**config.mk**
```make
export PLATFORM = sky130hd
export DESIGN_NAME = bmcd_top
export DESIGN_NICKNAME = d
export VERILOG_FILES = /design/src/core/bmcd_pkg.sv /design/src/core/bmcd_decode.sv /design/src/core/bmcd_aux_update.sv /design/src/core/bmcd_top.sv
export SDC_FILE = /design/constraint.sdc
export NUM_CORES = 1
export LEC_CHECK = 0
export BUFFER_PORTS_ARGS = -buffer_cell sky130_fd_sc_hd__buf_4
export CORE_AREA = 3 3 126 128
export CTS_BUF_LIST = sky130_fd_sc_hd__clkbuf_8
export DETAILED_ROUTE_END_ITERATION = 12
export DIE_AREA = 0 0 129 131
export PLACE_DENSITY = 0.62
export SLEW_MARGIN = 40
export SYNTH_ARGS = -nofsm -noshare
export SYNTH_HDL_FRONTEND = slang
export SYNTH_SLANG_ARGS = --single-unit
```
**constraint.sdc**
```tcl
create_clock -name i_clk -period 7.8 [get_ports i_clk]
set_input_delay 0.39 -clock i_clk [delete_from_list [all_inputs] [get_ports i_clk]]
set_output_delay 0.39 -clock i_clk [all_outputs]
set_load 0.01 [all_outputs]
```
**src/core/bmcd_pkg.sv**
```systemverilog
// constants for the branch / multiply / stack instruction decoder
package bmcd_pkg;
   localparam logic [15:0] OP_BR_AUX_NZ = 16'hf400;
   localparam logic [15:0] OP_BR_NEG = 16'hfa00;
   localparam logic [15:0] OP_BR_ZERO = 16'hff00;
   localparam logic [15:0] OP_SUB_EXIT = 16'h7f8d;
   localparam logic [15:0] OP_ADD_PRODUCT_TO_ACC = 16'h7f8f;
   localparam logic [15:0] OP_PAC = 16'h7f8e;
   localparam logic [15:0] OP_SUBTRACT_PRODUCT_FROM_ACC = 16'h7f90;
   localparam logic [15:0] OP_POP = 16'h7f9d;
   localparam logic [15:0] OP_PUSH = 16'h7f9c;
   localparam logic [7:0] HI_LTA = 8'h6c;
   localparam logic [7:0] HI_LTD = 8'h6b;
   localparam logic [7:0] HI_MPY = 8'h6d;
   localparam logic [2:0] TOP_MULTIPLY_BY_IMMEDIATE = 3'h4;
   localparam int HI_POS = 8;
   localparam int TOP_POS = 13;
   localparam int IMM_W = 13;
   localparam int ADDR_W = 12;
   localparam int MODE_BIT = 7;
   localparam int INC_BIT = 5;
   localparam int DEC_BIT = 4;
   localparam int ARP_BIT = 0;
   localparam int DADDR_W = 7;
   localparam logic [3:0] TGT_TOP = 4'h0;
   localparam logic [ADDR_W-1:0] PC_RESET = 12'h000;
   // decoded operation classes
   typedef enum logic [3:0] {
      BMCD_OP_NONE = 4'h0, BMCD_OP_BRANCH_ON_AUX_NONZERO = 4'h1, BMCD_OP_BNEG = 4'h2, BMCD_OP_BZ = 4'h3,
      BMCD_OP_RET = 4'h4, BMCD_OP_ADD_PRODUCT_TO_ACC = 4'h5, BMCD_OP_LTA = 4'h6, BMCD_OP_LTD = 4'h7,
      BMCD_OP_MPY = 4'h8, BMCD_OP_MULTIPLY_BY_IMMEDIATE = 4'h9, BMCD_OP_PAC = 4'ha, BMCD_OP_SUBTRACT_PRODUCT_FROM_ACC = 4'hb,
      BMCD_OP_POP = 4'hc, BMCD_OP_PUSH = 4'hd
   } bmcd_op_t;
endpackage

```
**src/core/bmcd_decode.sv**
```systemverilog
// combinational opcode classifier
`timescale 1ns/1ps
`default_nettype none
module bmcd_decode (
   input wire logic [15:0] i_word,
   output var bmcd_pkg::bmcd_op_t o_op,
   output logic o_uses_data
);
   wire [7:0] hi = i_word[15:bmcd_pkg::HI_POS];
   wire [2:0] top = i_word[15:bmcd_pkg::TOP_POS];
   always_comb begin
      o_op = bmcd_pkg::BMCD_OP_NONE;
      if (i_word == bmcd_pkg::OP_BR_AUX_NZ) o_op = bmcd_pkg::BMCD_OP_BRANCH_ON_AUX_NONZERO;
      else if (i_word == bmcd_pkg::OP_BR_NEG) o_op = bmcd_pkg::BMCD_OP_BNEG;
      else if (i_word == bmcd_pkg::OP_BR_ZERO) o_op = bmcd_pkg::BMCD_OP_BZ;
      else if (i_word == bmcd_pkg::OP_SUB_EXIT) o_op = bmcd_pkg::BMCD_OP_RET;
      else if (i_word == bmcd_pkg::OP_ADD_PRODUCT_TO_ACC) o_op = bmcd_pkg::BMCD_OP_ADD_PRODUCT_TO_ACC;
      else if (i_word == bmcd_pkg::OP_PAC) o_op = bmcd_pkg::BMCD_OP_PAC;
      else if (i_word == bmcd_pkg::OP_SUBTRACT_PRODUCT_FROM_ACC) o_op = bmcd_pkg::BMCD_OP_SUBTRACT_PRODUCT_FROM_ACC;
      else if (i_word == bmcd_pkg::OP_POP) o_op = bmcd_pkg::BMCD_OP_POP;
      else if (i_word == bmcd_pkg::OP_PUSH) o_op = bmcd_pkg::BMCD_OP_PUSH;
      else if (hi == bmcd_pkg::HI_LTA) o_op = bmcd_pkg::BMCD_OP_LTA;
      else if (hi == bmcd_pkg::HI_LTD) o_op = bmcd_pkg::BMCD_OP_LTD;
      else if (hi == bmcd_pkg::HI_MPY) o_op = bmcd_pkg::BMCD_OP_MPY;
      else if (top == bmcd_pkg::TOP_MULTIPLY_BY_IMMEDIATE) o_op = bmcd_pkg::BMCD_OP_MULTIPLY_BY_IMMEDIATE;
   end
   assign o_uses_data = (o_op == bmcd_pkg::BMCD_OP_LTA) || (o_op == bmcd_pkg::BMCD_OP_LTD) ||
                        (o_op == bmcd_pkg::BMCD_OP_MPY);
endmodule
`default_nettype wire

```
**src/core/bmcd_aux_update.sv**
```systemverilog
// indirect-mode auxiliary register update
`timescale 1ns/1ps
`default_nettype none
module bmcd_aux_update #(
   parameter int AUX_W = 16
) (
   input wire logic [15:0] i_word,
   input wire logic i_data_op,
   input wire logic [AUX_W-1:0] i_aux_val,
   output logic o_aux_we,
   output logic [AUX_W-1:0] o_aux_new
);
   wire indirect = i_data_op && i_word[bmcd_pkg::MODE_BIT];
   wire inc = i_word[bmcd_pkg::INC_BIT];
   wire dec = i_word[bmcd_pkg::DEC_BIT];
   // increment wins if both bits are set
   assign o_aux_we = indirect && (inc || dec);
   assign o_aux_new = inc ? i_aux_val + AUX_W'(1) : i_aux_val - AUX_W'(1);
endmodule
`default_nettype wire

```
**src/core/bmcd_top.sv**
```systemverilog
// sequencer for branch, return, product and stack instructions
`timescale 1ns/1ps
`default_nettype none
module bmcd_top #(
   parameter int AUX_W = 16,
   parameter int ACC_W = 32
) (
   input wire logic i_clk,
   input wire logic i_resetn,
   input wire logic i_ce,
   input wire logic [15:0] i_prog_word,
   input wire logic i_acc_neg,
   input wire logic i_acc_zero,
   input wire logic [AUX_W-1:0] i_aux0,
   input wire logic [AUX_W-1:0] i_aux1,
   input wire logic [bmcd_pkg::ADDR_W-1:0] i_stack_top,
   output logic [bmcd_pkg::ADDR_W-1:0] o_pc,
   output logic o_busy,
   output logic o_acc_add_p,
   output logic o_acc_sub_p,
   output logic o_acc_load_p,
   output logic o_acc_from_stack,
   output logic o_stack_push_acc,
   output logic o_stack_pop_pc,
   output logic o_load_t,
   output logic o_data_move,
   output logic o_mul_data,
   output logic o_mul_imm,
   output logic [bmcd_pkg::IMM_W-1:0] o_imm,
   output logic [bmcd_pkg::DADDR_W-1:0] o_daddr,
   output logic o_indirect,
   output logic o_aux_we,
   output logic o_aux_sel,
   output logic [AUX_W-1:0] o_aux_new
);
   // one-hot sequencer: fetch, branch target word, second cycle of two-cycle ops
   typedef enum logic [2:0] {
      ST_FETCH = 3'h1,
      ST_TARGET = 3'h2,
      ST_SECOND = 3'h4
   } bmcd_state_t;

   bmcd_state_t state_reg, state_next;
   bmcd_pkg::bmcd_op_t op_reg, op_next;
   bmcd_pkg::bmcd_op_t dec_op;
   logic dec_data;
   logic [bmcd_pkg::ADDR_W-1:0] pc_reg, pc_next;
   logic arp_reg, arp_next;
   logic aux_we_w;
   logic [AUX_W-1:0] aux_new_w;
   logic [15:0] pulse_next, pulse_reg;
   logic [bmcd_pkg::IMM_W-1:0] imm_reg, imm_next;
   logic [bmcd_pkg::DADDR_W-1:0] daddr_reg, daddr_next;
   logic ind_reg, ind_next, awe_reg, asel_reg;
   logic [AUX_W-1:0] anew_reg;

   bmcd_decode u_dec (
      .i_word(i_prog_word),
      .o_op(dec_op),
      .o_uses_data(dec_data)
   );

   wire in_fetch = (state_reg == ST_FETCH);
   wire [AUX_W-1:0] aux_cur = arp_reg ? i_aux1 : i_aux0;

   bmcd_aux_update #(.AUX_W(AUX_W)) u_aux (
      .i_word(i_prog_word),
      .i_data_op(in_fetch && dec_data),
      .i_aux_val(aux_cur),
      .o_aux_we(aux_we_w),
      .o_aux_new(aux_new_w)
   );

   wire is_branch = (dec_op == bmcd_pkg::BMCD_OP_BRANCH_ON_AUX_NONZERO) || (dec_op == bmcd_pkg::BMCD_OP_BNEG) ||
                    (dec_op == bmcd_pkg::BMCD_OP_BZ);
   wire is_two = (dec_op == bmcd_pkg::BMCD_OP_RET) || (dec_op == bmcd_pkg::BMCD_OP_POP) ||
                 (dec_op == bmcd_pkg::BMCD_OP_PUSH);
   wire tgt_ok = (i_prog_word[15:bmcd_pkg::ADDR_W] == bmcd_pkg::TGT_TOP);
   wire [bmcd_pkg::ADDR_W-1:0] tgt = i_prog_word[bmcd_pkg::ADDR_W-1:0];
   wire [bmcd_pkg::ADDR_W-1:0] pc_inc = pc_reg + bmcd_pkg::ADDR_W'(1);

   wire taken = ((op_reg == bmcd_pkg::BMCD_OP_BRANCH_ON_AUX_NONZERO) && (aux_cur != '0)) ||
                ((op_reg == bmcd_pkg::BMCD_OP_BNEG) && i_acc_neg) ||
                ((op_reg == bmcd_pkg::BMCD_OP_BZ) && i_acc_zero);

   always_comb begin
      state_next = state_reg;
      op_next = op_reg;
      pc_next = pc_reg;
      arp_next = arp_reg;
      pulse_next = '0;
      imm_next = imm_reg;
      daddr_next = daddr_reg;
      ind_next = 1'b0;
      case (state_reg)
         ST_FETCH: begin
            op_next = dec_op;
            pc_next = pc_inc;
            daddr_next = i_prog_word[bmcd_pkg::DADDR_W-1:0];
            ind_next = dec_data && i_prog_word[bmcd_pkg::MODE_BIT];
            if (is_branch) begin
               state_next = ST_TARGET;
            end else if (is_two) begin
               state_next = ST_SECOND;
            end else begin
               // single-cycle ops fire their strobe in the cycle after fetch
               pulse_next[dec_op] = (dec_op != bmcd_pkg::BMCD_OP_NONE);
               if (dec_op == bmcd_pkg::BMCD_OP_MULTIPLY_BY_IMMEDIATE) begin
                  imm_next = i_prog_word[bmcd_pkg::IMM_W-1:0];
               end
               // pointer select bit follows any indirect data access, modified or not
               if (ind_next) begin
                  arp_next = i_prog_word[bmcd_pkg::ARP_BIT];
               end
            end
         end
         ST_TARGET: begin
            state_next = ST_FETCH;
            // load target or skip over the target word
            pc_next = (taken && tgt_ok) ? tgt : pc_inc;
            if (op_reg == bmcd_pkg::BMCD_OP_BRANCH_ON_AUX_NONZERO) begin
               pulse_next[bmcd_pkg::BMCD_OP_BRANCH_ON_AUX_NONZERO] = 1'b1;
            end
         end
         ST_SECOND: begin
            state_next = ST_FETCH;
            // return reloads pc from stack top
            if (op_reg == bmcd_pkg::BMCD_OP_RET) begin
               pc_next = i_stack_top;
            end
            pulse_next[op_reg] = 1'b1;
         end
         default: begin
            state_next = ST_FETCH;
         end
      endcase
   end

   always_ff @(posedge i_clk or negedge i_resetn) begin
      if (!i_resetn) begin
         state_reg <= ST_FETCH;
         op_reg <= bmcd_pkg::BMCD_OP_NONE;
         pc_reg <= bmcd_pkg::PC_RESET;
         arp_reg <= 1'b0;
         pulse_reg <= '0;
         imm_reg <= '0;
         daddr_reg <= '0;
         ind_reg <= 1'b0;
      end else if (i_ce) begin
         state_reg <= state_next;
         op_reg <= op_next;
         pc_reg <= pc_next;
         arp_reg <= arp_next;
         pulse_reg <= pulse_next;
         imm_reg <= imm_next;
         daddr_reg <= daddr_next;
         ind_reg <= ind_next;
      end
   end

   always_ff @(posedge i_clk or negedge i_resetn) begin
      if (!i_resetn) begin
         awe_reg <= 1'b0;
         asel_reg <= 1'b0;
         anew_reg <= '0;
      end else if (i_ce) begin
         awe_reg <= aux_we_w || (state_reg == ST_TARGET && op_reg == bmcd_pkg::BMCD_OP_BRANCH_ON_AUX_NONZERO);
         asel_reg <= arp_reg;
         anew_reg <= aux_we_w ? aux_new_w : aux_cur - AUX_W'(1);
      end
   end

   assign o_pc = pc_reg;
   assign o_busy = !in_fetch;
   // add P, also LOAD_T_AND_ACCUMULATE_PRODUCT and LTD
   assign o_acc_add_p = pulse_reg[bmcd_pkg::BMCD_OP_ADD_PRODUCT_TO_ACC] || pulse_reg[bmcd_pkg::BMCD_OP_LTA] ||
                        pulse_reg[bmcd_pkg::BMCD_OP_LTD];
   assign o_acc_sub_p = pulse_reg[bmcd_pkg::BMCD_OP_SUBTRACT_PRODUCT_FROM_ACC];
   assign o_acc_load_p = pulse_reg[bmcd_pkg::BMCD_OP_PAC];
   assign o_acc_from_stack = pulse_reg[bmcd_pkg::BMCD_OP_POP];
   assign o_stack_push_acc = pulse_reg[bmcd_pkg::BMCD_OP_PUSH];
   assign o_stack_pop_pc = pulse_reg[bmcd_pkg::BMCD_OP_RET];
   // load T for LOAD_T_AND_ACCUMULATE_PRODUCT, and LTD
   assign o_load_t = pulse_reg[bmcd_pkg::BMCD_OP_LTA] || pulse_reg[bmcd_pkg::BMCD_OP_LTD];
   assign o_data_move = pulse_reg[bmcd_pkg::BMCD_OP_LTD];
   assign o_mul_data = pulse_reg[bmcd_pkg::BMCD_OP_MPY];
   assign o_mul_imm = pulse_reg[bmcd_pkg::BMCD_OP_MULTIPLY_BY_IMMEDIATE];
   assign o_imm = imm_reg;
   assign o_daddr = daddr_reg;
   assign o_indirect = ind_reg;
   assign o_aux_we = awe_reg;
   assign o_aux_sel = asel_reg;
   assign o_aux_new = anew_reg;

   // branch always spends exactly the target cycle
   chk_branch_two_cycle: assert property (@(posedge i_clk) disable iff (!i_resetn)
      (in_fetch && i_ce && is_branch) |=> (state_reg == ST_TARGET));
   chk_untaken_skip: assert property (@(posedge i_clk) disable iff (!i_resetn)
      (state_reg == ST_TARGET && i_ce && !taken) |=> (pc_reg == $past(pc_reg) + 12'h001));
   chk_taken_load: assert property (@(posedge i_clk) disable iff (!i_resetn)
      (state_reg == ST_TARGET && i_ce && taken && tgt_ok) |=> (pc_reg == $past(tgt)));
   chk_ret_pop: assert property (@(posedge i_clk) disable iff (!i_resetn)
      (in_fetch && i_ce && dec_op == bmcd_pkg::BMCD_OP_RET) ##1 i_ce |=> o_stack_pop_pc);
   chk_add_product_to_acc_one: assert property (@(posedge i_clk) disable iff (!i_resetn)
      (in_fetch && i_ce && dec_op == bmcd_pkg::BMCD_OP_ADD_PRODUCT_TO_ACC) |=> (o_acc_add_p && in_fetch));
   chk_multiply_by_immediate_imm: assert property (@(posedge i_clk) disable iff (!i_resetn)
      (in_fetch && i_ce && dec_op == bmcd_pkg::BMCD_OP_MULTIPLY_BY_IMMEDIATE) |=> (o_mul_imm && o_imm == $past(i_prog_word[12:0])));
   chk_push_two: assert property (@(posedge i_clk) disable iff (!i_resetn)
      (in_fetch && i_ce && dec_op == bmcd_pkg::BMCD_OP_PUSH) |=> (!o_stack_push_acc && o_busy));
   chk_sub_excl: assert property (@(posedge i_clk) disable iff (!i_resetn)
      !(o_acc_sub_p && o_acc_add_p));
   chk_aux_inc: assert property (@(posedge i_clk) disable iff (!i_resetn)
      (in_fetch && i_ce && dec_data && i_prog_word[7] && i_prog_word[5]) |=> (o_aux_we && o_aux_new == $past(aux_cur) + 16'h0001));
endmodule
`default_nettype wire

```
* Word-level counts from Yosys, hierarchy flattened
Index checks and enable logic that the tools add are counted.
** Storage, ports and cells
- Flip-flop bits (word level) :: 73
- Input port bits :: 65
- Output and inout port bits :: 62
- Logic and storage cells :: 120
** Operators by class
- Add/subtract/negate cells :: 3
- Magnitude comparators :: 4
- Equality and inequality tests :: 32
- Mux-type cells :: 33
- Bitwise logic cells :: 3
- Reduce and logical (&&, ||, !) cells :: 34
** Operator list (count)
- equality test 16 x 15 -> 1 bit (second input constant) :: 6
- two-way mux 4 bit :: 13
- equality test 16 bit (second input constant) :: 3
- two-way mux 16 bit :: 3
- one-hot mux 12 bit (3 select lines) :: 1
- two-way mux 14 bit :: 2
- equality test 8 x 7 -> 1 bit (second input constant) :: 3
- two-way mux 12 bit :: 2
- one-hot mux 12 bit (2 select lines) :: 1
- adder 16 x 1 -> 16 bit (second input constant) :: 1
- equality test 4 x 2 -> 1 bit (second input constant) :: 4
- equality test 4 x 3 -> 1 bit (second input constant) :: 4
- equality test 4 bit (second input constant) :: 4
- nonzero test 16 bit :: 1
- subtractor 16 x 1 -> 16 bit (second input constant) :: 1
- AND 14 bit :: 1
- logical OR 1 bit :: 13
- adder 12 x 1 -> 12 bit (second input constant) :: 1
- logical AND 1 bit :: 11
- less-than comparator 4 x 5 -> 1 bit (second input constant) :: 2
- AND reduction 5 bit :: 2
- two-way mux 3 bit :: 3
- demux 1 bit (select 4 bit) :: 2
- equality test 4 x 1 -> 1 bit (second input constant) :: 2
- other kinds (16) :: 23

* Longest topological paths before layout
- Depth after elaboration :: 22
- Gate-level depth with buffers :: 13
- Mapped depth without buffers :: 9

* Modules after synthesis
From an unflattened synthesis, not the netlist that was laid out.
** Unflattened totals
- Cell total of the unflattened synthesis :: 651
- Area, all modules :: 5601.6 sq um
** By module, submodules not included
- bmcd_top :: instances 1, cells each 510, area an instance 4528.1 sq um, sequential area each 1727.9 sq um
- bmcd_aux_update :: instances 1, cells each 100, area an instance 774.5 sq um, sequential area each 0.0 sq um
- bmcd_decode :: instances 1, cells each 41, area an instance 299.0 sq um, sequential area each 0.0 sq um

* Worst setup path after synthesis
No wires, ideal clock.
- Kind :: reg-to-reg
- From :: reg arp_reg
- To :: reg pc_reg, in the netlist o_pc[6]
- Library setup time :: 0.134 ns
- Arrival :: 2.776 ns
- Required time :: 7.666 ns
- Slack :: 4.890 ns
- Cell stages (with the launch flop) :: 13
- Path buffers :: 5
- Clock period less this slack :: 2.910 ns
- Cell sequence :: dfrtp_1 buf_2 buf_2 buf_2 buf_2 mux2i_1 ha_1 o211ai_1 nor3_2 o21ai_1 buf_2 a211oi_1 o31ai_1
** On the way
- Cells in the longest elaborated chain, start to end :: 8
** Ends and longest elaborated chain
- start: declaration :: RTL line bmcd_top.sv:48 : logic arp_reg, arp_next;
- start signal: assignment :: RTL line bmcd_top.sv:153 : arp_reg <= arp_next;
- two-way mux 16 bit :: RTL line bmcd_top.sv:64 : wire [AUX_W-1:0] aux_cur = arp_reg ? i_aux1 : i_aux0;
- nonzero test 16 bit :: RTL line bmcd_top.sv:82 : wire taken = ((op_reg == bmcd_pkg::BMCD_OP_BRANCH_ON_AUX_NONZERO) && (aux_cur != '0)) ||
- logical AND 1 bit :: RTL line bmcd_top.sv:82
- logical OR 1 bit :: RTL line bmcd_top.sv:82
- logical OR 1 bit :: RTL line bmcd_top.sv:83 : ((op_reg == bmcd_pkg::BMCD_OP_BNEG) && i_acc_neg) ||
- logical AND 1 bit :: RTL line bmcd_top.sv:120 : pc_next = (taken && tgt_ok) ? tgt : pc_inc;
- two-way mux 12 bit :: RTL line bmcd_top.sv:120
- one-hot mux 12 bit (3 select lines) :: RTL line bmcd_top.sv:95 : case (state_reg)
- end signal: assignment :: RTL line bmcd_top.sv:143 : pc_reg <= bmcd_pkg::PC_RESET;
- end signal: assignment :: RTL line bmcd_top.sv:152 : pc_reg <= pc_next;
- end: declaration :: RTL line bmcd_top.sv:47 : logic [bmcd_pkg::ADDR_W-1:0] pc_reg, pc_next;
No other way between the ends.
A chain may end at the register's enable or synchronous reset.

* Final worst setup path
- From :: reg arp_reg
- To :: reg pc_reg, in the netlist o_pc[0]
The elaborated chain is that of the path after synthesis.

==> run summary <==
Status -> completed
Worst R2R Path Depth -> 7
Placed cell count -> 831
GRT Max-Usage Layer -> met2
RSZ-0062 raised after global routing -> false
Syn Nets -> 618
CTS Root Cell -> clkbuf_8
Commonest non-fill, non-tap cell in the layout -> buf_4
Register area -> 1730 um2
Initial antenna violation count -> 0
Clk Latency, worst-skew pair -> 0.35 ns
Synth top area cells -> dfrtp_1 (35%), mux2i_1 (5.2%), nor2_1 (3.7%), nand2_1 (3.6%), a21oi_1 (3.5%)
Syn Std Cell Area -> 4840 um2
Min-Delay Path Class -> input port to async pin
Setup_tns -> 0 ns
Peak VDD IR -> 0.0000842 V
Final setup margin -> 4.69 ns
WP data arrival -> 3.37 ns
Cell taking the most area after synthesis -> dfrtp_1
Ys Warns -> 0
Detail Placement HPWL -> 12000 um
Tcrit/Tclk final -> 39.9%
Placed inst area -> 5880 um2
Flops & latches, synth -> 69
Die Width -> 129 um
Port bufs -> 126
PwrDens -> 190 nW/um2
Die area -> 16900 um2
M1 GR Usage -> 25.3%
Max_cap viols -> 0
Worst-Margin Slew -> 0.785 ns
Area grow syn2layout -> 26.0%
Setup bufs post-CTS -> 0
Finished Layout Cells -> 847
Cell variety after synth -> 73
CP startpoint kind -> register
Detailed-route via count -> 4791
Clock Skews -> 0.00953 ns
Setup violators final -> 0
CP Max Fanout -> 48
Synth Instances -> 550
Avg WL per Cell -> 18.6 um
Met3 GRT Util -> 4.43%
Clock Path Buffers -> 2
RR Endpoint -> o_pc[0]
Met2 usage in global routing -> 29.8%
Final instance area -> 6100 um2
DRT Wirelength -> 15700 um
Fill cells -> 1491
Post-cts sizing count -> 0
Leakage -> 2.59 nW
Vias in the first global route -> 4623
Flop2flop setup slack -> 4.69 ns
Core footprint -> 15000 um2
Most frequent cells in the layout -> buf_4 (127), dfrtp_1 (68), nor2_1 (48)
Ys flop type -> dfrtp_1
Slew headroom -> 47.6%
Number of remaining DRC errors -> 0
Detail Route Antenna Nets -> 0
H-tree Lvls -> 3
Clk slew on worst S/H paths -> 0.08 ns
Largest register FFs -> 16
Register area share after synthesis -> 35.7%
Total clock sinks -> 69
DRT iter0 DRCs -> 347
Rows -> 45
Cts hold-fix bufs -> 0
Worst slack, placed -> 4.75 ns
CP required -> 8.05 ns
ANT cells -> 0
DRT Pass-1 Iters -> 5
Share of layout cells above drive strength 1 -> 27.9%
Final Hold Viols -> 0
Vias per cell -> 5.66
Post-synth EDFFs -> 0
RD Place Congestion -> 0.976
Initial Util -> 32.3%
Final slew viol count -> 0
First-pass GRT wire length -> 24600 um
Die Ht -> 131 um
Nets -> 722
Fin crit period -> 3.11 ns
Syn avg cell area -> 8.79 um2
Largest net degree at the start of global routing -> 70
Total grt overflow -> 0
Global Route Usage Sum -> 18.6%
Area of the multi-input gates -> 2910 um2
CTS tree -> yes
Critical path class -> register to register
Reg2reg start -> arp_reg
Ys async rst share -> 100%
Synth top area share -> 35.2%
I/O pins -> 127
CTS Buf Count -> 9
Upper clock frequency limit -> 321 MHz
CP Capture Type -> register
==> per-stage QoR <==
| step | power, mW | hold WS (ns) | util (%) |
|---|---|---|---|
| after floorplan | 0.664 | 0.0944 | - |
| after global placement | 0.829 | 0.464 | 39.2 |
| after detailed placement | 0.839 | 0.454 | 39.2 |
| after CTS | 1.16 | 0.0591 | 40.7 |
| after global routing | 1.23 | 0.0668 | 40.7 |
| final | 1.16 | 0.0310 | 40.7 |
==> report_power, final <==
group | total, mW | switching (mW) | leakage, nW | internal, mW
registers | 0.477 | 0.0682 | 0.848 | 0.409
clock network | 0.321 | 0.143 | 0.105 | 0.178
logic | 0.357 | 0.180 | 1.63 | 0.177
total | 1.16 | 0.391 | 2.59 | 0.765
==> logic make-up (layout without fill, tap and decap cells) <==
| family | count (synthesis) | in the layout | share of synthesized area (%) |
|---|---|---|---|
| muxes | 45 | 45 | 10.4 |
| and+or+nand+nor | 222 | 222 | 25.0 |
| buffers and inverters | 48 | 157 | 4.37 |
| AOI/OAI and AO/OA | 140 | 140 | 19.6 |
| adders and majority gates | 3 | 3 | 0.776 |
| DFF | 69 | 69 | 35.7 |
| xor gates and xnor gates | 23 | 23 | 4.16 |
==> how the worst max path moves through the flow <==
stage            start        end  cells past startpoint
2_1_floorplan  arp_reg    o_pc[6]                     12
3_3_place_gp   arp_reg    o_pc[7]                      7
3_5_place_dp      i_ce  o_imm[11]                      6
4_1_cts        arp_reg    o_pc[0]                      7
5_1_grt        arp_reg    o_pc[0]                      7
6_report       arp_reg    o_pc[0]                      7
==> metal layers <==
metal / vias up / part of all wire (%)
met5: - / 0
met4: 0 / 1.1
met3: 14 / 7.7
met2: 205 / 47
met1: 2305 / 45
li1: 2267 / -
==> cells in the mapped netlist, types with 4 or more instances <==
library cell,instances
a211oi_1,4
a21oi_1,34
a221oi_1,5
a22o_1,4
a22oi_1,5
a311oi_1,4
a31oi_1,5
and2_1,6
and3_1,7
buf_2,13
clkbuf_1,19
dfrtp_1,68
inv_1,13
mux2_2,12
mux2_4,7
mux2i_1,25
nand2_1,46
nand3_1,27
nand3b_1,7
nand4_1,11
nor2_1,48
nor3_1,12
nor3b_1,7
nor4_1,6
o211ai_1,7
o21ai_0,32
o22ai_1,4
o31ai_1,4
or2_2,7
or3_1,7
or3b_2,5
xnor2_1,15
xor2_1,8
==> critical path: stages, from the launching register on <==
cell	delay, ns
dfrtp_1	0.34
buf_4	0.42
mux2i_1	0.59
o211ai_1	0.23
nor3_2	0.57
o21ai_2	0.35
and4b_1	0.28
a221oi_1	0.20
==> layout make-up <==
class	instances	area share, %
well taps	188	3.86
clock buffers	9	2.03
repair buffers	128	15.8
clock inverters	7	1.48
inverters	13	0.800
flip-flops and latches	69	28.3
multi-input cells	433	47.7
Note: power is estimated with default switching activity, not from simulation.
